$ cat src/hw/acm_pkg.sv
// Package of constants, types and layouts for the calibration multiply-add stage
package acm_pkg;

    // Datapath widths
    localparam int RAW_W   = 12;
    localparam int OUT_W   = 14;
    localparam int GAIN_W  = 15;
    localparam int OFFS_W  = 14;
    localparam int GAIN_FRAC = 14;

    // Unity gain (1.0 in 1.14 fixed point) and zero offset
    localparam logic [GAIN_W-1:0] GAIN_UNITY  = 15'h4000;
    localparam logic [OFFS_W-1:0] OFFS_ZERO   = 14'h0000;

    // Half-LSB adder in 14-bit units, and the x4 scaling shift
    localparam logic [OUT_W-1:0]  HALF_LSB    = 14'h0002;
    localparam int                SCALE_SHIFT = 2;

    // Saturation limits
    localparam logic [OUT_W-1:0]  OUT_MAX     = 14'h3FFF;
    localparam logic [OUT_W-1:0]  OUT_MIN     = 14'h0000;

    // Calibration reference codes on the 12-bit scale
    localparam logic [RAW_W-1:0]  REF_QUARTER = 12'h400;
    localparam logic [RAW_W-1:0]  REF_THREEQ  = 12'hC00;
    localparam logic [RAW_W-1:0]  REF_MID_CAL = 12'h7F0;

    // Buffer depth
    localparam int BUF_DEPTH = 2;

    // Raw sample with the command's calibration flag
    typedef struct packed {
        logic             cal;
        logic [RAW_W-1:0] raw;
    } acm_in_type;

    // Corrected result with the flag it was produced under
    typedef struct packed {
        logic             cal;
        logic [OUT_W-1:0] result;
    } acm_out_type;

endpackage

$ cat src/hw/acm_buffer.sv
// Two-entry valid/ready buffer for corrected results
`timescale 1ns/1ps
module acm_buffer
#(
    parameter int DEPTH = acm_pkg::BUF_DEPTH
)
(
    input  wire logic                 i_clk,
    input  wire logic                 i_nrst,
    input  wire logic                 i_valid,
    output logic                      o_ready,
    input  wire acm_pkg::acm_out_type i_data,
    output logic                      o_valid,
    input  wire logic                 i_ready,
    output acm_pkg::acm_out_type      o_data
);
    import acm_pkg::*;

    localparam int PW = (DEPTH > 1) ? $clog2(DEPTH) : 1;

    acm_out_type     mem_reg [DEPTH];
    acm_out_type     head_reg;
    logic            valid_reg;
    logic [PW-1:0]   wr_reg;
    logic [PW-1:0]   rd_reg;
    logic [PW:0]     cnt_reg;
    wire  [PW-1:0]   rd_next;
    wire  [PW:0]     cnt_next;
    acm_out_type     head_next;
    wire             push;
    wire             pop;
    wire             full;
    wire             empty;

    ////////////////////////////////////////////////////////////////////////
    // Handshake decode; full and empty come straight from the count
    assign full    = (cnt_reg == (PW+1)'(DEPTH));
    assign empty   = (cnt_reg == '0);
    assign push    = i_valid && !full;
    assign pop     = !empty && i_ready;
    assign o_ready = !full;

    // Output side comes from flops so o_valid and o_data have no logic
    assign o_valid = valid_reg;
    assign o_data  = head_reg;

    // Pointer wrap, shared by both pointers
    function automatic logic [PW-1:0] bump(input logic [PW-1:0] p);
        bump = (p == PW'(DEPTH-1)) ? '0 : p + 1'b1;
    endfunction

    // Next read slot and count; the head copy must see a word written
    // into the very slot that becomes the head on this edge
    assign rd_next   = pop ? bump(rd_reg) : rd_reg;
    assign cnt_next  = cnt_reg + (PW+1)'(push) - (PW+1)'(pop);
    assign head_next = (push && (wr_reg == rd_next)) ? i_data : mem_reg[rd_next];

    ////////////////////////////////////////////////////////////////////////
    // Storage, pointers and the registered head word
    always_ff @(posedge i_clk or negedge i_nrst)
    begin
        if (!i_nrst)
        begin
            wr_reg    <= '0;
            rd_reg    <= '0;
            cnt_reg   <= '0;
            head_reg  <= '0;
            valid_reg <= 1'b0;
            for (int k = 0; k < DEPTH; k++)
                mem_reg[k] <= '0;
        end
        else
        begin
            if (push)
            begin
                mem_reg[wr_reg] <= i_data;
                wr_reg          <= bump(wr_reg);
            end
            rd_reg    <= rd_next;
            cnt_reg   <= cnt_next;
            head_reg  <= head_next;
            valid_reg <= (cnt_next != '0);
        end
    end

endmodule

$ cat src/hw/acm_core.sv
// Calibration multiply-add stage: gain and offset correction to 14-bit results
`timescale 1ns/1ps
module acm_core
(
    input  wire logic                        i_clk,
    input  wire logic                        i_nrst,
    // Coefficients, held stable by software before a calibrated conversion
    input  wire logic [acm_pkg::GAIN_W-1:0]  i_gain_correction_coefficient,
    input  wire logic [acm_pkg::OFFS_W-1:0]  i_offset_correction_coefficient,
    // Samples from the redundant signed digit stage
    input  wire logic                        i_in_valid,
    input  wire acm_pkg::acm_in_type         i_in_data,
    output logic                             o_in_ready,
    // Corrected results
    output logic                             o_out_valid,
    output acm_pkg::acm_out_type             o_out_data,
    input  wire logic                        i_out_ready
);
    import acm_pkg::*;

    // Product and sum widths: 12x15 product, then a sign bit and headroom
    localparam int PROD_W = RAW_W + GAIN_W;
    localparam int SUM_W  = PROD_W + 2;
    // Scaled product keeps its top bit so a gain above one reaches the clamp
    localparam int SCL_W  = PROD_W - (GAIN_FRAC - SCALE_SHIFT);

    typedef enum {ST_IDLE, ST_HOLD} acm_state_type;

    acm_state_type      state_reg;
    acm_state_type      state_next;
    acm_out_type        stage_reg;
    logic               stage_vld_reg;
    logic               in_ready_reg;
    wire                buf_ready;
    wire                take;
    wire                stage_pop;
    wire [PROD_W-1:0]   product;
    wire [SCL_W-1:0]    scaled;
    wire signed [SUM_W-1:0] cal_sum;
    wire [OUT_W-1:0]    cal_sat;
    wire [OUT_W-1:0]    uncal_res;
    wire [OUT_W-1:0]    sel_res;
    acm_out_type        result;

    ////////////////////////////////////////////////////////////////////////
    // Saturate a signed sum to the 14-bit code range
    function automatic logic [OUT_W-1:0] clamp(input logic signed [SUM_W-1:0] v);
        if (v < 0)
            clamp = OUT_MIN;
        else if (v > $signed({{(SUM_W-OUT_W){1'b0}}, OUT_MAX}))
            clamp = OUT_MAX;
        else
            clamp = v[OUT_W-1:0];
    endfunction

    ////////////////////////////////////////////////////////////////////////
    // Calibrated path: gain (1.14) times raw gives 14-bit units directly,
    // since the 12-bit raw scaled by four equals raw times 2^14 >> 12.
    // Truncation of the product fraction is traded for a smaller adder.
    assign product = PROD_W'(i_gain_correction_coefficient) * PROD_W'(i_in_data.raw);
    assign scaled  = product[PROD_W-1:GAIN_FRAC-SCALE_SHIFT];
    assign cal_sum = $signed({{(SUM_W-SCL_W){1'b0}}, scaled})
                   + {{(SUM_W-OFFS_W){i_offset_correction_coefficient[OFFS_W-1]}},
                      i_offset_correction_coefficient}
                   + $signed({{(SUM_W-OUT_W){1'b0}}, HALF_LSB});
    assign cal_sat = clamp(cal_sum);

    // Uncalibrated path: x4 plus half LSB, cannot overflow 14 bits
    assign uncal_res = {i_in_data.raw, {SCALE_SHIFT{1'b0}}} + HALF_LSB;

    // Path select by the command's calibration flag
    assign sel_res = i_in_data.cal ? cal_sat : uncal_res;
    assign result  = {i_in_data.cal, sel_res};

    ////////////////////////////////////////////////////////////////////////
    // Handshake: one staged result, drained into the buffer
    assign take      = i_in_valid && in_ready_reg;
    assign stage_pop = stage_vld_reg && buf_ready;

    // Stage control: HOLD while a result waits on a stalled buffer
    always_comb
    begin
        state_next = state_reg;
        case (state_reg)
            ST_IDLE:
                if (take)
                    state_next = ST_HOLD;
            ST_HOLD:
                if (stage_pop && !take)
                    state_next = ST_IDLE;
            default:
                state_next = ST_IDLE;
        endcase
    end

    ////////////////////////////////////////////////////////////////////////
    // Result stage register; ready is registered so it stays a flop output
    always_ff @(posedge i_clk or negedge i_nrst)
    begin
        if (!i_nrst)
        begin
            state_reg     <= ST_IDLE;
            stage_reg     <= '0;
            stage_vld_reg <= 1'b0;
            in_ready_reg  <= 1'b0;
        end
        else
        begin
            state_reg     <= state_next;
            if (take)
                stage_reg <= result;
            stage_vld_reg <= (state_next == ST_HOLD);
            // Accept next only when the stage will be free or draining
            in_ready_reg  <= (state_next == ST_IDLE);
        end
    end

    assign o_in_ready = in_ready_reg;

    ////////////////////////////////////////////////////////////////////////
    // Output buffer so a stalled receiver loses no word
    acm_buffer #(
        .DEPTH   (BUF_DEPTH)
    ) u_buf (
        .i_clk   (i_clk),
        .i_nrst  (i_nrst),
        .i_valid (stage_vld_reg),
        .o_ready (buf_ready),
        .i_data  (stage_reg),
        .o_valid (o_out_valid),
        .i_ready (i_out_ready),
        .o_data  (o_out_data)
    );

    ////////////////////////////////////////////////////////////////////////
    // Checks; sample and coefficients are read at the take edge and the
    // staged result one edge later, so $past gives the taken raw value
    // Uncalibrated: coefficients play no part, only x4 and the half LSB
    chk_uncal_format: assert property (@(posedge i_clk) disable iff (!i_nrst)
        take && !i_in_data.cal |=> stage_reg.result == {$past(i_in_data.raw), 2'b10})
        else $error("uncalibrated result not raw*4+2");

    // Unity gain and zero offset are transparent apart from the half LSB
    chk_unity_gain: assert property (@(posedge i_clk) disable iff (!i_nrst)
        take && i_in_data.cal && i_gain_correction_coefficient == GAIN_UNITY
        && i_offset_correction_coefficient == OFFS_ZERO
        |=> stage_reg.result == {$past(i_in_data.raw), 2'b10})
        else $error("unity calibration changed the response");

    // The flag travels with its own result
    chk_cal_select: assert property (@(posedge i_clk) disable iff (!i_nrst)
        take |=> stage_reg.cal == $past(i_in_data.cal))
        else $error("calibration flag lost");

    // Most negative offset on a zero sample clamps instead of wrapping high
    chk_sat_low: assert property (@(posedge i_clk) disable iff (!i_nrst)
        take && i_in_data.cal && i_in_data.raw == '0
        && i_offset_correction_coefficient == 14'h2000 |=> stage_reg.result == OUT_MIN)
        else $error("negative sum did not clamp to zero");

    // Largest gain on a full-scale sample clamps instead of wrapping low
    chk_sat_high: assert property (@(posedge i_clk) disable iff (!i_nrst)
        take && i_in_data.cal && i_in_data.raw == 12'hFFF
        && i_gain_correction_coefficient == 15'h7FFF |=> stage_reg.result == OUT_MAX)
        else $error("overflow did not clamp to full scale");

    // Offset of one on the quarter point shows the extra two of the half LSB
    chk_half_lsb: assert property (@(posedge i_clk) disable iff (!i_nrst)
        take && i_in_data.cal && i_gain_correction_coefficient == GAIN_UNITY
        && i_offset_correction_coefficient == 14'h0001
        && i_in_data.raw == REF_QUARTER |=> stage_reg.result == 14'h1003)
        else $error("half LSB adder missing");

    // Reference points at unity land on the quarter and three-quarter codes plus the half LSB
    chk_ref_points: assert property (@(posedge i_clk) disable iff (!i_nrst)
        take && i_in_data.cal && i_gain_correction_coefficient == GAIN_UNITY
        && i_offset_correction_coefficient == OFFS_ZERO
        && (i_in_data.raw == REF_QUARTER || i_in_data.raw == REF_THREEQ)
        |=> stage_reg.result == (($past(i_in_data.raw) == REF_QUARTER) ? 14'h1002 : 14'h3002))
        else $error("reference point not at quarter or three-quarter scale");

    // Calibrated mid-scale channel reads 2032 on the 12-bit scale
    chk_mid_cal: assert property (@(posedge i_clk) disable iff (!i_nrst)
        take && i_in_data.cal && i_gain_correction_coefficient == GAIN_UNITY
        && i_offset_correction_coefficient == OFFS_ZERO
        && i_in_data.raw == REF_MID_CAL |=> stage_reg.result == 14'h1FC2)
        else $error("mid-scale channel not at the calibrated code");

    // Small positive offsets add straight onto the scaled sample
    chk_offset_add: assert property (@(posedge i_clk) disable iff (!i_nrst)
        take && i_in_data.cal && i_gain_correction_coefficient == GAIN_UNITY
        && i_offset_correction_coefficient < 14'h1000 && i_in_data.raw < 12'h800
        |=> stage_reg.result == {$past(i_in_data.raw), 2'b10}
            + $past(i_offset_correction_coefficient))
        else $error("offset not added to the scaled sample");

    // A staged result may not change or vanish while the buffer is full
    chk_stage_hold: assert property (@(posedge i_clk) disable iff (!i_nrst)
        stage_vld_reg && !buf_ready |=> stage_vld_reg && $stable(stage_reg))
        else $error("staged result dropped under stall");

    // The word shown to a stalled receiver stays put
    chk_out_hold: assert property (@(posedge i_clk) disable iff (!i_nrst)
        o_out_valid && !i_out_ready |=> o_out_valid && $stable(o_out_data))
        else $error("waiting result changed under back-pressure");

    // No back-to-back takes: ready falls after every accept
    chk_ready_stall: assert property (@(posedge i_clk) disable iff (!i_nrst)
        take |=> !o_in_ready)
        else $error("ready not dropped after accept");

endmodule

$ cat config.mk
export PLATFORM = sky130hd
export DESIGN_NAME = acm_core
export DESIGN_NICKNAME = d
export VERILOG_FILES = /design/src/hw/acm_pkg.sv /design/src/hw/acm_buffer.sv /design/src/hw/acm_core.sv
export SDC_FILE = /design/constraint.sdc
export NUM_CORES = 1
export LEC_CHECK = 0
export BUFFER_PORTS_ARGS = -buffer_cell sky130_fd_sc_hd__clkbuf_2
export CORE_ASPECT_RATIO = 0.7
export CORE_MARGIN = 2
export CORE_UTILIZATION = 40
export CTS_BUF_LIST = sky130_fd_sc_hd__clkbuf_8
export DETAILED_ROUTE_END_ITERATION = 8
export GPL_ROUTABILITY_DRIVEN = 0
export REMOVE_ABC_BUFFERS = 1
export SLEW_MARGIN = 20
export SYNTH_ARGS = -nofsm -noshare
export SYNTH_HDL_FRONTEND = slang
export SYNTH_SLANG_ARGS = --single-unit
$ cat constraint.sdc
create_clock -name i_clk -period 2.9 [get_ports i_clk]
set_clock_uncertainty 0.15 [all_clocks]
set_input_delay 0.29 -clock i_clk [delete_from_list [all_inputs] [get_ports i_clk]]
set_output_delay 0.29 -clock i_clk [all_outputs]
set_load 0.005 [all_outputs]
==> results of run 1 <==
## worst max path at each step
stage / startpoint / end / cells past startpoint
after floorplan: i_gain_correction_coefficient[3] / stage_reg[11] / 28
after global placement: i_in_data[8] / stage_reg[7] / 31
after detailed placement: i_in_data[8] / stage_reg[9] / 31
after CTS: i_gain_correction_coefficient[5] / stage_reg[8] / 31
after global routing: i_in_data[11] / stage_reg[1] / 34
final: i_gain_correction_coefficient[5] / stage_reg[1] / 31
## final cells by class
class / instances / area [um2]
fill: 2250 / 11910
tap: 325 / 406.6
clock buffer: 10 / 137.6
clock inverter: 6 / 46.29
inverter: 165 / 619.3
timing repair buffer: 219 / 1679
multi-input combinational: 744 / 7283
sequential: 99 / 2477
## cells by family (layout without fill, tap and decap cells)
family,after synthesis,count (layout),synth area share (%)
flip-flops,99,99,24.83
multiplexers,45,45,4.891
AND/OR/NAND/NOR,299,299,14.13
AO/OA/AOI/OAI,115,115,7.776
adder cells (fa/ha/maj),223,223,37.75
other,1,31,0.03759
buffers and inverters,204,400,7.788
XOR/XNOR,31,31,2.797
## stage by stage
step	utilization, %	setup slack (ps)	TNS, ps	hold WS [ps]	instances
3_5_place_dp	47.53	-4809	-66180	156.7	1528
3_3_place_gp	47.53	-4749	-65490	154.3	1528
6_report	51.50	-4067	-55880	108.4	1568
5_1_grt	51.50	-4306	-59240	114.8	1568
2_1_floorplan	-	-4457	-61070	-155.6	1008
4_1_cts	50.50	-4039	-56000	90.03	1562
## repair_timing
action | 4_1_cts | 5_1_grt
setup endpoints to repair | 14 | 14
resized for setup | 77 | 53
cloned | 1 | 0
pin swaps | 58 | 31
hold buffers | 1 | 0
setup buffers | 16 | 8
hold endpoints to repair | 40 | 0
## layout by cell type (no fill, tap or decap), drive strengths merged, types with 6 or more instances in the layout
| cell | synthesis | routed |
|---|---|---|
| o31ai | 6 | 6 |
| nor3 | 17 | 17 |
| and3 | 7 | 7 |
| xnor2 | 17 | 17 |
| fa | 130 | 130 |
| a21oi | 42 | 42 |
| dfrtp | 99 | 99 |
| nand2 | 148 | 148 |
| xor2 | 14 | 14 |
| and2 | 59 | 59 |
| ha | 93 | 93 |
| mux2i | 15 | 15 |
| buf | 4 | 164 |
| conb | 1 | 31 |
| nor2 | 34 | 34 |
| clkbuf | 35 | 64 |
| o21ai | 25 | 25 |
| a21o | 10 | 10 |
| mux2 | 30 | 30 |
| inv | 165 | 169 |
| nor4 | 10 | 10 |
## per-layer routing
| layer | up-vias | global-route usage [%] | routed length, um |
|---|---|---|---|
| met5 | - | 0 | 0 |
| met4 | 0 | 2.460 | 110 |
| met3 | 10 | 3.304 | 1120 |
| met2 | 142 | 28.77 | 10170 |
| met1 | 3654 | 28.32 | 11770 |
| li1 | 3643 | - | - |
## tightest hold or removal path, cell delays in order
cell,delay [ps]
clkbuf_2,140
nand2_1,90
nand2_1,50
==> results.cfg, run 1 <==
[status]
status = finished with violations
violations = setup timing

[logic_synthesis]
ys_top_cells_by_count = inv_1 (165), nand2_1 (148), fa_1 (130)
synth_ff_type = dfrtp_1
synth_seq_area_share_pct = 24.83
synth_top_area_share_pct = 26.08
async_reset_ff_share_pct = 100.0
synth.most_common_cell = inv_1
synth_area_um2 = 9977
syn_area_per_cell_um2 = 9.810
syn_inst = 1017
ys_types = 58
yosys_warnings = 0
synth_enable_flop_cells = 0
synth_area_leader_cell = fa_1
synthTopCellsByArea = fa_1 (26%), dfrtp_1 (25%), ha_1 (12%), inv_1 (6.2%), nand2_1 (5.6%)
synth-seq-cells = 99

[cells_and_area]
diodes = 0
largest_register_ffs = 32
drive_above_1_share_pct = 27.59
nNetsFinal = 1507
syn2layout_area_growth_pct = 26.79
finalInstanceArea_um2 = 12650

[timing]
fmax_mhz = 143.5
post-route-period-util_pct = 240.2
finalHoldViolations = 0
fin_ws_ps = -4067
finalSetupViolCount = 14
slew_headroom_pct = 54.85
rsz0062_at_grt = yes
slew_violations = 0
fin_crit_ps = 6967
worst_pin_slew_ps = 675.6

[route]
ant_nets = 0
dr.pass1.iters = 4
drtIter0Drc = 319
routed_via_density = 4.751
drt-wirelength-per-cell_um = 14.78
wl_um = 23170
route.detailed.drc = 0
vias = 7449

[setup_path]
critical_path.startpoint_type = primary input
cpLargestDelayFamily = adder cells
rr_startpoint = u_buf.cnt_reg[1]
cp_num_buf_inv = 8
worstReg2RegEnd = u_buf.mem_reg[5]
regToRegSetupSlack_ps = 790
critPathSlowestCell = fa_2
crit_required_ps = 3020
cp-end-kind = flip-flop
cpPeakStageDelay_ps = 570
critical_path_class = primary input to flip-flop
r2r_cells = 5
worst_path_most_repeated_cell = fa_1
worstPathArrival_ps = 7090
crit_path_max_fanout = 6

[worst_hold_path]
hold_depth = 3
min_delay_worst_endpoint = stage_reg[14]
hold_path.startpoint = i_in_data[12]
min_path_type = primary input to flip-flop

[floorplan]
rows = 48
initial_core_util_pct = 40.62
die-area_um2 = 26240
die_w_um = 192.8
num_io_pins = 63
core-area_um2 = 24560
die_h_um = 136.1

[clock_network]
clk_pin_slew_ps = 80
cts_sinks = 99
cts-root-buf = clkbuf_8
cts_tree = built
cts_buffers = 9
clk_latency_ps = 350
clockBufferDepth = 2
htreeDepth = 3

[global_route]
grt_max_degree = 44
antenna_found_initial = 0
overflow = 0
grt_use_total_pct = 18.75
grt_pass1_wl_um = 38660
first_global_vias = 7671

[placed_design]
port_buffers = 62
dpl.hpwl_um = 19360
dpl_cell_area_um2 = 11670

[flow_run]
drv_cap = 0
Power of run 1 is not shown: default switching activity piles up to over one toggle a cycle in this logic, so the estimate is an artifact.
==> inputs of run 2 (changes only) <==
==> constraint.sdc (replaced) <==
create_clock -name i_clk -period 2.9 [get_ports i_clk]
set_clock_uncertainty 0.15 [all_clocks]
set_input_delay 0.435 -clock i_clk [delete_from_list [all_inputs] [get_ports i_clk]]
set_output_delay 0.435 -clock i_clk [all_outputs]
set_load 0.005 [all_outputs]
==> results.cfg, run 2 (synthesis results as in run 1) <==
[setup_path]
cpPeakStageDelay_ps = 520
crit_start = i_gain_correction_coefficient[4]
critPathSlowestCell = fa_1
worst_path_most_repeated_cell = fa_1
cp.depth = 33
r2r_cells = 5
crit_required_ps = 3020
cpLargestDelayFamily = adder cells
crit_path_max_fanout = 6
cp-end-kind = flip-flop
cp_num_buf_inv = 8
critical_path.startpoint_type = primary input
critical_path_class = primary input to flip-flop
rr_startpoint = u_buf.cnt_reg[1]
worstPathArrival_ps = 7260

[global_route]
grt_pass1_wl_um = 39030
overflow = 0
first_global_vias = 7663
antenna_found_initial = 0
grt_max_degree = 69
grt_use_total_pct = 18.87

[worst_hold_path]
hold_path.startpoint = i_in_data[12]
hold_depth = 3
min_path_type = primary input to flip-flop

[placed_design]
dpl.hpwl_um = 19170
dp_cells = 1523
port_buffers = 62

[route]
routed_via_density = 4.796
drt-wirelength-per-cell_um = 15.06
route.detailed.drc = 0
dr.pass1.iters = 4
wl_um = 23510
drtIter0Drc = 316
ant_nets = 0
vias = 7486

[cells_and_area]
syn2layout_area_growth_pct = 27.13
largest_register_ffs = 32
final_common_cell = inv_1
mostFrequentLayoutCells = inv_1 (160), nand2_1 (145), buf_4 (132)
final_cell_count_no_fill = 1561
drive_above_1_share_pct = 28.16
multi_input_area_um2 = 7326
diodes = 0
nNetsFinal = 1501
n_fill_cell = 2303
seqCellArea_um2 = 2477

[timing]
slew_violations = 0
fin_ws_ps = -4240
finalHoldViolations = 0
fin_crit_ps = 7140
fmax_mhz = 140.1
slew_headroom_pct = 51.08
worst_pin_slew_ps = 732.0
finalSetupViolCount = 14
post-route-period-util_pct = 246.2
rsz0062_at_grt = yes
holdWs_ps = 266.9

[flow_run]
drv_cap = 0

[floorplan]
die_w_um = 192.8
num_io_pins = 63
initial_core_util_pct = 40.62
die_h_um = 136.1
die-area_um2 = 26240
core-area_um2 = 24560
rows = 48

[clock_network]
clockBufferDepth = 2
htreeDepth = 3
clk_latency_ps = 350
cts_sinks = 99
cts_buffers = 9
cts-root-buf = clkbuf_8
clk_pin_slew_ps = 80
cts_tree = built

[status]
violations = setup timing
status = finished with violations
==> run 2: cell types whose count changed in the layout (fill, tap and decap cells not counted), moves of 4 or more <==
cell	previous run	this run
nand2_1	139	145
nor3_4	7	3
inv_2	1	5
inv_1	165	160
nand2_2	7	3
buf_6	21	14
nor3_2	4	9
==> run 2: layout make-up <==
cell class                 instances  area share, %
multi-input combinational        744          57.76
sequential                        99          19.53
timing repair buffer             213          12.86
inverter                         165          4.883
tap                              325          3.206
clock buffer                      10          1.085
clock inverter                     5         0.6708
==> run 2: metrics by stage <==
| step | setup WS, ps | setup TNS, ps | instance area [um2] | utilization, % |
|---|---|---|---|---|
| final | -4240 | -58610 | 12680 | 51.64 |
| after floorplan | -4602 | -63100 | 9932 | - |
| after detailed placement | -5030 | -69210 | 11650 | 47.43 |
| after CTS | -4176 | -57730 | 12500 | 50.90 |
| after global placement | -4906 | -67680 | 11650 | 47.43 |
| after global routing | -4443 | -61780 | 12680 | 51.64 |
==> run 2: worst min-delay path, cell delays in order <==
cell and delay, ps:
clkbuf_2 140, nand2_1 110, nand2_1 50
==> run 2: metal layers <==
metal / global-route usage [%] / up-vias / part of all wire [%]
li1: - / 3624 / -
met1: 28.95 / 3701 / 51
met2: 29.01 / 144 / 44
met3: 2.478 / 17 / 4.4
met4: 2.587 / 0 / 0.87
met5: 0 / - / 0
==> run 2: final timing paths <==
path	endpoint	slack (ps)
max reg2reg	u_buf.mem_reg[1]	760
max	stage_reg[1]	-4240
min reg2reg	u_buf.mem_reg[9]	360
min	stage_reg[14]	270
max in group asynchronous	u_buf.mem_reg[8]	1500
min in group asynchronous	state_reg[29]	400
==> run 2: what timing repair did <==
action | 4_1_cts | 5_1_grt
hold buffers | 1 | 0
gates cloned | 1 | 0
setup buffers | 19 | 3
resized for setup | 87 | 41
hold endpoints to repair | 31 | 0
pin swaps | 60 | 58
setup endpoints to repair | 14 | 14
Power of run 2 is left out for the same reason.
